`config.mk`:
```
export PLATFORM = sky130hd
export DESIGN_NAME = lintc_ctrl
export DESIGN_NICKNAME = d
export VERILOG_FILES = /design/src/lintc_pkg.sv /design/src/lintc_ctrl.sv
export SDC_FILE = /design/constraint.sdc
export NUM_CORES = 1
export LEC_CHECK = 0
export BUFFER_PORTS_ARGS = -buffer_cell sky130_fd_sc_hd__buf_2
export CAP_MARGIN = 20
export CORE_MARGIN = 2
export CORE_UTILIZATION = 60
export DETAILED_ROUTE_END_ITERATION = 8
export PLACE_DENSITY = 0.8
export SYNTH_ARGS = -nofsm -noshare
export SYNTH_HDL_FRONTEND = slang
export SYNTH_SLANG_ARGS = --single-unit
```
`constraint.sdc`:
```
create_clock -name CORE_CLK_IN -period 4 [get_ports CORE_CLK_IN]
set_input_delay 0.2 -clock CORE_CLK_IN [delete_from_list [all_inputs] [get_ports CORE_CLK_IN]]
set_output_delay 0.2 -clock CORE_CLK_IN [all_outputs]
set_load 0.01 [all_outputs]
```
`src/lintc_pkg.sv`:
```
// Constants for the host-side transceiver mode controller
package lintc_pkg;
	// Clock
	localparam int unsigned CLK_PERIOD_NS = 10;
	// Transceiver timing in ns, bus rate in bit/s
	localparam int unsigned EN_FILTER_NS = 50000;
	localparam int unsigned MODE_CHANGE_NS = 200000;
	localparam int unsigned NORMAL_INIT_NS = 100000;
	localparam int unsigned DOM_TIMEOUT_NS = 20000000;
	localparam int unsigned BUS_RATE_BPS = 20000;
	localparam int unsigned NS_PER_S = 1000000000;
	localparam int unsigned BIT_NS = NS_PER_S / BUS_RATE_BPS;
	// Least times round up; one extra cycle makes a hold strictly longer
	localparam int unsigned EN_CYC_DEF =
		(EN_FILTER_NS + CLK_PERIOD_NS - 1) / CLK_PERIOD_NS + 1;
	localparam int unsigned SETTLE_CYC_DEF =
		(MODE_CHANGE_NS + NORMAL_INIT_NS + CLK_PERIOD_NS - 1) / CLK_PERIOD_NS;
	// Longest times round down
	localparam int unsigned DOM_CYC_DEF = DOM_TIMEOUT_NS / CLK_PERIOD_NS;
	localparam int unsigned BIT_CYC_DEF = BIT_NS / CLK_PERIOD_NS;
	// Pin levels
	localparam logic LVL_RECESSIVE = 1'b1;
	localparam logic LVL_DOMINANT = 1'b0;
	localparam logic [31:0] CNT_ZERO = 32'h0000_0000;
	localparam logic [31:0] CNT_ONE = 32'h0000_0001;
	typedef enum logic [2:0] {
		ST_OFF, ST_LOW, ST_WAKE_UP, ST_NORMAL, ST_GO_LOW
	} lintc_state_t;
endpackage

```
`src/lintc_ctrl.sv`:
```
// Host-side mode, wake and transmit controller for a LIN transceiver
`timescale 1ns/1ns
`default_nettype none
module lintc_ctrl #(
	parameter int unsigned EN_CYC = lintc_pkg::EN_CYC_DEF,
	parameter int unsigned SETTLE_CYC = lintc_pkg::SETTLE_CYC_DEF,
	parameter int unsigned DOM_CYC = lintc_pkg::DOM_CYC_DEF,
	parameter int unsigned BIT_CYC = lintc_pkg::BIT_CYC_DEF
) (
	// Clock, reset, enable
	input wire logic CORE_CLK_IN,
	input wire logic RSTN_IN,
	input wire logic CE_IN,
	// User commands and status
	input wire logic GO_NORMAL_IN,
	input wire logic GO_LOW_IN,
	output logic NORMAL_OUT,
	output logic BUSY_OUT,
	output logic WAKE_REQ_OUT,
	output logic SUPPLY_OK_OUT,
	// User transmit stream
	input wire logic TX_VALID_IN,
	input wire logic TX_BIT_IN,
	output logic TX_READY_OUT,
	// User receive data
	output logic RX_BIT_OUT,
	output logic RX_VALID_OUT,
	// Transceiver pins
	output logic MODE_SELECT_OUT,
	output logic TXD_OUT,
	input wire logic RXD_IN,
	input wire logic SUPPLY_GOOD_N_IN
);
	import lintc_pkg::*;

	if (EN_CYC < 2 || SETTLE_CYC < 1 || BIT_CYC < 2 ||
		DOM_CYC <= BIT_CYC + 1) begin : g_bad_param
		$error("lintc_ctrl: timing parameters out of range");
	end

	// ----------------------------------------
	// Mode state machine
	// ----------------------------------------
	lintc_state_t state_ff;
	lintc_state_t nxt_state;
	logic [31:0] timer_ff;
	logic [31:0] nxt_timer;
	logic settled_ff;
	logic wake_ff;
	logic supply_ok;
	logic tx_idle;
	logic [1:0] cnt_ff;
	logic [31:0] bit_cnt_ff;

	assign supply_ok = SUPPLY_GOOD_N_IN;
	assign tx_idle = (cnt_ff == 2'h0) && (bit_cnt_ff == CNT_ZERO);

	always_comb begin
		nxt_state = state_ff;
		nxt_timer = (timer_ff == CNT_ZERO) ? CNT_ZERO : timer_ff - CNT_ONE;
		unique case (state_ff)
			ST_OFF: begin
				// Wait for supply-good before any mode request
				if (supply_ok) begin
					nxt_state = ST_LOW;
					nxt_timer = SETTLE_CYC;
				end
			end
			ST_LOW: begin
				if (GO_NORMAL_IN) begin
					nxt_state = ST_WAKE_UP;
					nxt_timer = EN_CYC + SETTLE_CYC;
				end
			end
			ST_WAKE_UP: begin
				if (timer_ff == CNT_ZERO) begin
					nxt_state = ST_NORMAL;
				end
			end
			ST_NORMAL: begin
				// Only leave with the line recessive and no bit in flight
				if (GO_LOW_IN && tx_idle) begin
					nxt_state = ST_GO_LOW;
					nxt_timer = EN_CYC;
				end
			end
			ST_GO_LOW: begin
				if (timer_ff == CNT_ZERO) begin
					nxt_state = ST_LOW;
					nxt_timer = SETTLE_CYC;
				end
			end
		endcase
		// Supply loss overrides everything
		if (!supply_ok) begin
			nxt_state = ST_OFF;
			nxt_timer = CNT_ZERO;
		end
	end

	always_ff @(posedge CORE_CLK_IN) begin
		if (!RSTN_IN) begin
			state_ff <= ST_OFF;
			timer_ff <= CNT_ZERO;
		end else if (CE_IN) begin
			state_ff <= nxt_state;
			timer_ff <= nxt_timer;
		end
	end

	// mode select low until told otherwise
	// held high through filter, change and init
	// local wake by a long high
	always_ff @(posedge CORE_CLK_IN) begin
		if (!RSTN_IN) begin
			MODE_SELECT_OUT <= 1'b0;
		end else if (CE_IN) begin
			MODE_SELECT_OUT <= (nxt_state == ST_WAKE_UP) ||
				(nxt_state == ST_NORMAL);
		end
	end

	always_ff @(posedge CORE_CLK_IN) begin
		if (!RSTN_IN) begin
			settled_ff <= 1'b0;
		end else if (CE_IN) begin
			settled_ff <= (state_ff == ST_LOW) && (timer_ff == CNT_ZERO);
		end
	end

	// wake request kept until normal is reached or supply is lost
	always_ff @(posedge CORE_CLK_IN) begin
		if (!RSTN_IN) begin
			wake_ff <= 1'b0;
		end else if (CE_IN) begin
			if (settled_ff && state_ff == ST_LOW && RXD_IN == LVL_DOMINANT) begin
				wake_ff <= 1'b1;
			end else if (state_ff == ST_NORMAL || state_ff == ST_OFF) begin
				wake_ff <= 1'b0;
			end
		end
	end

	assign NORMAL_OUT = (state_ff == ST_NORMAL);
	assign BUSY_OUT = (state_ff == ST_WAKE_UP) || (state_ff == ST_GO_LOW) ||
		(state_ff == ST_OFF);
	assign WAKE_REQ_OUT = wake_ff;
	assign SUPPLY_OK_OUT = supply_ok;

	// ----------------------------------------
	// Two-entry transmit buffer
	// ----------------------------------------
	logic mem_ff [2];
	logic wr_ptr_ff;
	logic rd_ptr_ff;
	logic push;
	logic pop;

	assign TX_READY_OUT = (cnt_ff != 2'h2);
	assign push = TX_VALID_IN && TX_READY_OUT;
	// Drain stalls outside normal, so the buffer really fills
	assign pop = (cnt_ff != 2'h0) && (bit_cnt_ff == CNT_ZERO) &&
		(state_ff == ST_NORMAL) && !GO_LOW_IN;

	always_ff @(posedge CORE_CLK_IN) begin
		if (!RSTN_IN) begin
			wr_ptr_ff <= 1'b0;
			rd_ptr_ff <= 1'b0;
			cnt_ff <= 2'h0;
		end else if (CE_IN) begin
			if (push) begin
				wr_ptr_ff <= !wr_ptr_ff;
			end
			if (pop) begin
				rd_ptr_ff <= !rd_ptr_ff;
			end
			cnt_ff <= cnt_ff + {1'b0, push} - {1'b0, pop};
		end
	end

	always_ff @(posedge CORE_CLK_IN) begin
		if (CE_IN && push) begin
			mem_ff[wr_ptr_ff] <= TX_BIT_IN;
		end
	end

	// ----------------------------------------
	// Bit timing and transmit pin
	// ----------------------------------------
	logic [31:0] dom_cnt_ff;

	always_ff @(posedge CORE_CLK_IN) begin
		if (!RSTN_IN) begin
			bit_cnt_ff <= CNT_ZERO;
		end else if (CE_IN) begin
			if (pop) begin
				bit_cnt_ff <= BIT_CYC - 1;
			end else if (bit_cnt_ff != CNT_ZERO) begin
				bit_cnt_ff <= bit_cnt_ff - CNT_ONE;
			end
		end
	end

	// never hold dominant up to the timeout
	always_ff @(posedge CORE_CLK_IN) begin
		if (!RSTN_IN) begin
			TXD_OUT <= LVL_RECESSIVE;
			dom_cnt_ff <= CNT_ZERO;
		end else if (CE_IN) begin
			// Run counter lags the pin by a cycle, hence the extra one
			if (pop && dom_cnt_ff + BIT_CYC + CNT_ONE < DOM_CYC) begin
				TXD_OUT <= mem_ff[rd_ptr_ff];
			end else if (pop || bit_cnt_ff == CNT_ZERO ||
				state_ff != ST_NORMAL) begin
				TXD_OUT <= LVL_RECESSIVE;
			end
			if (TXD_OUT == LVL_DOMINANT) begin
				dom_cnt_ff <= dom_cnt_ff + CNT_ONE;
			end else begin
				dom_cnt_ff <= CNT_ZERO;
			end
		end
	end

	// receive sampled in normal after init
	always_ff @(posedge CORE_CLK_IN) begin
		if (!RSTN_IN) begin
			RX_BIT_OUT <= LVL_RECESSIVE;
			RX_VALID_OUT <= 1'b0;
		end else if (CE_IN) begin
			RX_VALID_OUT <= (state_ff == ST_NORMAL);
			if (state_ff == ST_NORMAL) begin
				RX_BIT_OUT <= RXD_IN;
			end
		end
	end

	// ----------------------------------------
	// Assertions
	// ----------------------------------------
	logic [31:0] en_hi_cnt_ff;
	logic [31:0] en_lo_cnt_ff;

	always_ff @(posedge CORE_CLK_IN) begin
		if (!RSTN_IN) begin
			en_hi_cnt_ff <= CNT_ZERO;
			en_lo_cnt_ff <= CNT_ZERO;
		end else if (CE_IN) begin
			en_hi_cnt_ff <= MODE_SELECT_OUT ? en_hi_cnt_ff + CNT_ONE : CNT_ZERO;
			en_lo_cnt_ff <= MODE_SELECT_OUT ? CNT_ZERO : en_lo_cnt_ff + CNT_ONE;
		end
	end

	property p_enter_normal;
		@(posedge CORE_CLK_IN) disable iff (!RSTN_IN)
		$rose(NORMAL_OUT) |-> en_hi_cnt_ff >= EN_CYC + SETTLE_CYC;
	endproperty
	a_enter_normal: assert property (p_enter_normal)
		else $error("normal entered before hold time");

	property p_leave_low_txd;
		@(posedge CORE_CLK_IN) disable iff (!RSTN_IN)
		state_ff == ST_GO_LOW |-> TXD_OUT == LVL_RECESSIVE && !MODE_SELECT_OUT;
	endproperty
	a_leave_low_txd: assert property (p_leave_low_txd)
		else $error("transmit not recessive while leaving normal");

	property p_leave_low_time;
		@(posedge CORE_CLK_IN) disable iff (!RSTN_IN)
		state_ff == ST_LOW && $past(state_ff) == ST_GO_LOW |->
			en_lo_cnt_ff >= EN_CYC;
	endproperty
	a_leave_low_time: assert property (p_leave_low_time)
		else $error("mode select low too briefly");

	property p_wake_hold;
		@(posedge CORE_CLK_IN) disable iff (!RSTN_IN)
		$rose(MODE_SELECT_OUT) && CE_IN && supply_ok |=>
			MODE_SELECT_OUT [*8];
	endproperty
	a_wake_hold: assert property (p_wake_hold)
		else $error("local wake pulse too short");

	property p_settle;
		@(posedge CORE_CLK_IN) disable iff (!RSTN_IN)
		$rose(wake_ff) |-> $past(settled_ff) && $past(state_ff) == ST_LOW;
	endproperty
	a_settle: assert property (p_settle)
		else $error("wake taken before settle time");

	property p_reset_low;
		@(posedge CORE_CLK_IN)
		!RSTN_IN |=> !MODE_SELECT_OUT && TXD_OUT == LVL_RECESSIVE;
	endproperty
	a_reset_low: assert property (p_reset_low)
		else $error("mode select not low after reset");

	property p_dom_limit;
		@(posedge CORE_CLK_IN) disable iff (!RSTN_IN)
		dom_cnt_ff < DOM_CYC;
	endproperty
	a_dom_limit: assert property (p_dom_limit)
		else $error("transmit dominant too long");

	property p_normal_rx;
		@(posedge CORE_CLK_IN) disable iff (!RSTN_IN)
		CE_IN && NORMAL_OUT |=> RX_VALID_OUT && RX_BIT_OUT == $past(RXD_IN);
	endproperty
	a_normal_rx: assert property (p_normal_rx)
		else $error("receive data not passed in normal");

	c_normal: cover property (@(posedge CORE_CLK_IN) $rose(NORMAL_OUT));
	c_wake: cover property (@(posedge CORE_CLK_IN) $rose(wake_ff));
	c_full: cover property (@(posedge CORE_CLK_IN) !TX_READY_OUT);
	c_low: cover property (@(posedge CORE_CLK_IN) state_ff == ST_GO_LOW);
endmodule
`default_nettype wire

```
==> results of run 1 <==
==> final cells by class <==
class | instances | area share
clock buffer | 10 | 0.0213
clock inverter | 5 | 0.00503
inverter | 18 | 0.0104
multi-input combinational | 611 | 0.569
sequential | 112 | 0.349
tap | 133 | 0.0257
timing repair buffer | 21 | 0.0193
==> power breakdown <==
group          switching (mW)  internal [mW]
clock network           0.378          0.241
registers               0.158           1.27
logic                   0.702          0.532
==> kinds of logic after synthesis <==
logic type               Yosys count  share of synthesized area
AO/OA/AOI/OAI                    140                      0.151
adder cells (fa/ha/maj)            6                     0.0122
AND/OR/NAND/NOR                  386                      0.322
XOR/XNOR                          76                      0.108
multiplexers                       3                    0.00487
flip-flops                       112                      0.367
buffers and inverters             54                     0.0351
==> metal layers <==
metal | wire length, um | track usage | vias up
met5 | 0 | 0 | -
met4 | 242 | 0.0724 | 0
met3 | 607 | 0.0575 | 28
met2 | 6350 | 0.425 | 134
met1 | 6180 | 0.330 | 2616
li1 | - | - | 2769
==> flip-flops by register name, indices dropped and copies added, names as in the netlist, named ones only <==
register / count
mem_ff: 2
timer_ff: 32
WAKE_REQ_OUT: 1
state_ff: 3
RX_VALID_OUT: 1
bit_cnt_ff: 32
TXD_OUT: 1
settled_ff: 1
MODE_SELECT_OUT: 1
RX_BIT_OUT: 1
wr_ptr_ff: 1
rd_ptr_ff: 1
cnt_ff: 2
dom_cnt_ff: 32
==> cells in the final DEF (no fill, tap or decap), types with 6 or more instances in the layout <==
cell type and instances:
a31oi_1 10, nor3_1 52, nand2b_1 10, clkbuf_8 10
nor4_1 13, buf_2 17, nand3_1 28, nor2_1 110
xor2_1 39, inv_1 16, and2_1 7, xnor2_1 37
or4_1 15, o31ai_1 7, a21oi_1 32, or3_1 18
nand4_1 14, ha_1 6, nor2b_1 11, nand2_1 68
and3_1 9, dfxtp_1 110, o21ai_0 39
==> worst max-delay path, delay by kind of cell, from the launching register on <==
family / cells / cell delay [ns]
AND/OR/NAND/NOR: 5 / 1.58
flip-flops: 1 / 0.43
buffers and inverters: 1 / 0.06
AO/OA/AOI/OAI: 2 / 0.61
adder cells (fa/ha/maj): 1 / 0.21
==> worst paths after layout <==
path	from	cells past startpoint	endpoint
hold / removal	RXD_IN	3	RX_BIT_OUT
hold reg to reg	MODE_SELECT_OUT	1	MODE_SELECT_OUT
setup / recovery	timer_ff[0]	9	timer_ff[31]
setup reg to reg	timer_ff[0]	9	timer_ff[31]
==> stage by stage <==
stage / setup WS (ns) / cell area, um2
2_1_floorplan: 1.25 / 6160
3_3_place_gp: 1.10 / 6280
3_5_place_dp: 1.01 / 6280
4_1_cts: 0.974 / 6460
5_1_grt: 0.613 / 6470
6_report: 0.982 / 6470
==> impl_metrics.toml, run 1 <==
[clock_network]
htree_levels = 3
cts_buffer_depth = 2
post_cts_buffers = 0
tritoncts = "yes"
clk_pin_slew_ns = 0.11
cts_buffers = 9
hold_buffers = 1
insertion_delay_ns = 0.39
numClockSinks = 112
cts_resized = 0
clock-root-buffer = "clkbuf_8"

[yosys]
synth_cell_types = 71
netlist_area_mm2 = 0.00616
async_reset_ff_frac = 0
ys_top_cells_by_count = "dfxtp_1, nor2_1, nand2_1"
netlist_instances = 777
synth-edff-count = 2
yosysWarnings = 0
synthTopCellsByArea = "dfxtp_1, nor2_1, xor2_1"
syn_avg_cell_area_um2 = 7.93
ys_ff_latch = 112
syn-num-nets = 792
netlist.area_leader.share = 0.357
synth_top_cell_by_area = "dfxtp_1"
ys.flop_type = "dfxtp_1"
ys_seq_area_frac = 0.367

[sta]
post-route-period-util = 0.755
hold_violations = 0
slew_headroom = 0.235
finalSetupTns_ns = 0
fin_skew_ns = 0.0148
rsz0062_at_grt = "no"
slew_viol_final = 0
worst_slew_pin_slew_ns = 1.14
fin_crit_ns = 3.02
fmax_ghz = 0.331
setup_violations = 0
fin_hold_ws_ns = 0.0868

[critical_path]
crit_path_end_kind = "register"
r2r_setup_slack_ns = 0.98
worst_path_largest_cell_delay_ns = 0.56
worstPathRequired_ns = 4.29
arrival_ns = 3.30
startpoint_type = "register"
critPathMaxFanout = 14
crit_slowest_cell = "nor3b_1"
crit_chain = "inv_1 -> ha_1 -> or3b_2 -> nor4_2 -> a41oi_2 -> nor3b_1 -> and2_1 -> nand2_1 -> o41ai_1"
critPathKind = "reg -> reg"

[route]
route.detailed.drc = 0
firstDrtPassIters = 4
final_antenna_net_count = 0
drt_wl_total_um = 13400
route.vias.total = 5547
wl_per_cell_um = 14.7
first_iter_violations = 299
via_per_inst = 6.10

[global_routing]
grt_usage = 0.255
antenna_found_initial = 0
grt_max_degree = 33
grt.overflow.total = 0
grt_pass1_vias = 5171
grt_pass1_wl_um = 23400

[final_layout]
stdcell_count = 910
final_util = 0.656
regArea_mm2 = 0.00226
drive_gt1_frac = 0.0618
nNetsFinal = 788
multiInputGateArea_mm2 = 0.00368
n_fill_cell = 852
syn2layout_area_growth_pct = 5.08
n_antenna_cell = 0

[floorplanning]
floorplan.rows = 36
die_w_um = 105
die_h_um = 105
fp.coreArea_mm2 = 0.00986
dieArea_mm2 = 0.0111
io_pins = 18
initial_core_util = 0.625

[pwr]
p_per_area_mw_per_mm2 = 507
p_total_mw = 3.28
p_leak_nw = 2.34
vdd_drop_max_uv = 559

[placement]
dp_hpwl_um = 9580
placed_cells = 893
place.gp.congestion = 0.928
port_buffers = 17

[worst_hold_path]
hp-class = "in -> reg"

[flow_run]
max-cap-violations = 0

[outcome]
outcome = "finished clean"
No activity file was read; power rests on OpenSTA's default activity.
==> run 2: changes to the inputs <==
==> constraint.sdc (replaced) <==
create_clock -name CORE_CLK_IN -period 3.09 [get_ports CORE_CLK_IN]
set_input_delay 0.1545 -clock CORE_CLK_IN [delete_from_list [all_inputs] [get_ports CORE_CLK_IN]]
set_output_delay 0.1545 -clock CORE_CLK_IN [all_outputs]
set_load 0.01 [all_outputs]
==> run 2 against run 1 <==
  * Sequential power rose by 30%
  * Critical path type unchanged
  * Clock skew fell by 0.0044 ns
  * Setup slack got worse by 0.78 ns
  * Clock-buffer cell count fell by 1
  * Largest cell class unchanged
  * Critical path depth fell by 2
==> impl_metrics.toml, run 2 (same netlist as run 1, synthesis figures left out) <==
[clock_network]
insertion_delay_ns = 0.39
tritoncts = "yes"
htree_levels = 3
clk_pin_slew_ns = 0.11
cts_buffers = 9
cts_buffer_depth = 2
post_cts_buffers = 0
numClockSinks = 112
clock-root-buffer = "clkbuf_8"

[global_routing]
grt_max_degree = 33
grt_usage = 0.258
antenna_found_initial = 0
grt_pass1_wl_um = 23700
grt_pass1_vias = 5246
grt.overflow.total = 0

[critical_path]
crit_path_end_kind = "register"
ff2ff_path_depth = 7
crit_slowest_cell = "or4_1"
worstPathRequired_ns = 3.39
arrival_ns = 3.19
startpoint_type = "register"
r2r_end = "TXD_OUT"
crit_chain = "or4_1 -> nor2_1 -> and4_1 -> or3b_1 -> a2111oi_4 -> nand4b_1 -> o31a_1"
critPathMaxFanout = 7
reg2reg_from = "bit_cnt_ff[5]"
worst_path_largest_cell_delay_ns = 0.65
cp_top_family = "simple AND/OR/NAND/NOR gates"
critPathKind = "reg -> reg"
r2r_setup_slack_ns = 0.20
path_buf_inv = 0

[route]
route.detailed.drc = 0
wl_per_cell_um = 15.1
first_iter_violations = 295
firstDrtPassIters = 5
final_antenna_net_count = 0
via_per_inst = 6.07
route.vias.total = 5601
drt_wl_total_um = 14000

[sta]
post-route-period-util = 0.935
worst_slew_pin_slew_ns = 1.05
fmax_ghz = 0.346
hold_violations = 0
slew_headroom = 0.301
slew_viol_final = 0
fin_crit_ns = 2.89
finalSetupTns_ns = 0
setup_violations = 0
rsz0062_at_grt = "no"
fin_skew_ns = 0.0104

[pwr]
vdd_drop_max_uv = 683
p_leak_nw = 2.42
p_per_area_mw_per_mm2 = 676

[final_layout]
final_util = 0.671
stdcell_count = 923
syn2layout_area_growth_pct = 7.41
drive_gt1_frac = 0.0797
n_antenna_cell = 0
reg_top3 = "bit_cnt_ff x32, dom_cnt_ff x32, timer_ff x32"
nNetsFinal = 800
final_cell_mix = "dfxtp_1, nor2_1, nand2_1"
stdcell_area_mm2 = 0.00662

[placement]
port_buffers = 17
dpl_cell_area_mm2 = 0.00637
place.gp.congestion = 0.947
dp_hpwl_um = 9920
placed_cells = 905

[worst_hold_path]
worstHoldPathCells = 2
hp-class = "in -> reg"
worstHoldStart = "RSTN_IN"
worstHoldEndpoint = "RX_BIT_OUT"

[floorplanning]
fp.coreArea_mm2 = 0.00986
floorplan.rows = 36
io_pins = 18
dieArea_mm2 = 0.0111
die_w_um = 105
initial_core_util = 0.625
die_h_um = 105

[flow_run]
max-cap-violations = 0

[outcome]
outcome = "finished clean"
## run 2: stage by stage
step	hold slack, ns	setup slack (ns)	power [mW]
after floorplan	0.253	0.340	3.15
after global placement	0.376	0.351	3.41
after detailed placement	0.386	0.209	3.50
after CTS	0.0754	0.168	4.48
after global routing	0.0916	0.00673	4.76
final	0.0884	0.200	4.48
## run 2: cell type report
class                           instances  area, um2
Fill cell                             812       3250
Multi-Input combinational cell        611       3690
Tap cell                              133        166
Clock inverter                          7       92.6
Sequential cell                       112       2260
Timing Repair Buffer                   33        210
Clock buffer                            9        124
Inverter                               18       67.6
## run 2: worst max-delay path by stage
stage / startpoint / end / slack, ns / cells after the start
global route: timer_ff[0] / timer_ff[31] / 0.007 / 9
floorplan: timer_ff[0] / timer_ff[21] / 0.34 / 10
detailed placement: bit_cnt_ff[17] / TXD_OUT / 0.21 / 7
global placement: bit_cnt_ff[22] / TXD_OUT / 0.35 / 7
finish: bit_cnt_ff[5] / TXD_OUT / 0.20 / 7
CTS: bit_cnt_ff[17] / TXD_OUT / 0.17 / 7
## run 2: timing repair
action | in CTS | in global routing
setup endpoints to repair | 0 | 11
hold buffers | 2 | 0
endpoints found under the hold margin | 3 | 0
gates resized for setup | 0 | 3
## run 2: worst register-to-register path: stages (launching register included)
cell and delay [ns]:
dfxtp_1 0.37, or4_1 0.65, nor2_1 0.22, and4_1 0.28, or3b_1 0.52, a2111oi_4 0.36
nand4b_1 0.13, o31a_1 0.25
## run 2: routing by layer
layer	share of wire	track usage
met1	0.45	0.329
met2	0.48	0.426
met3	0.051	0.0594
met4	0.019	0.0952
met5	0	0
## run 2: power by group
group	switching [mW]	internal [mW]	leakage, nW
clock network	0.516	0.457	0.110
logic	0.931	0.711	1.40
registers	0.211	1.65	0.910
total	1.66	2.82	2.42
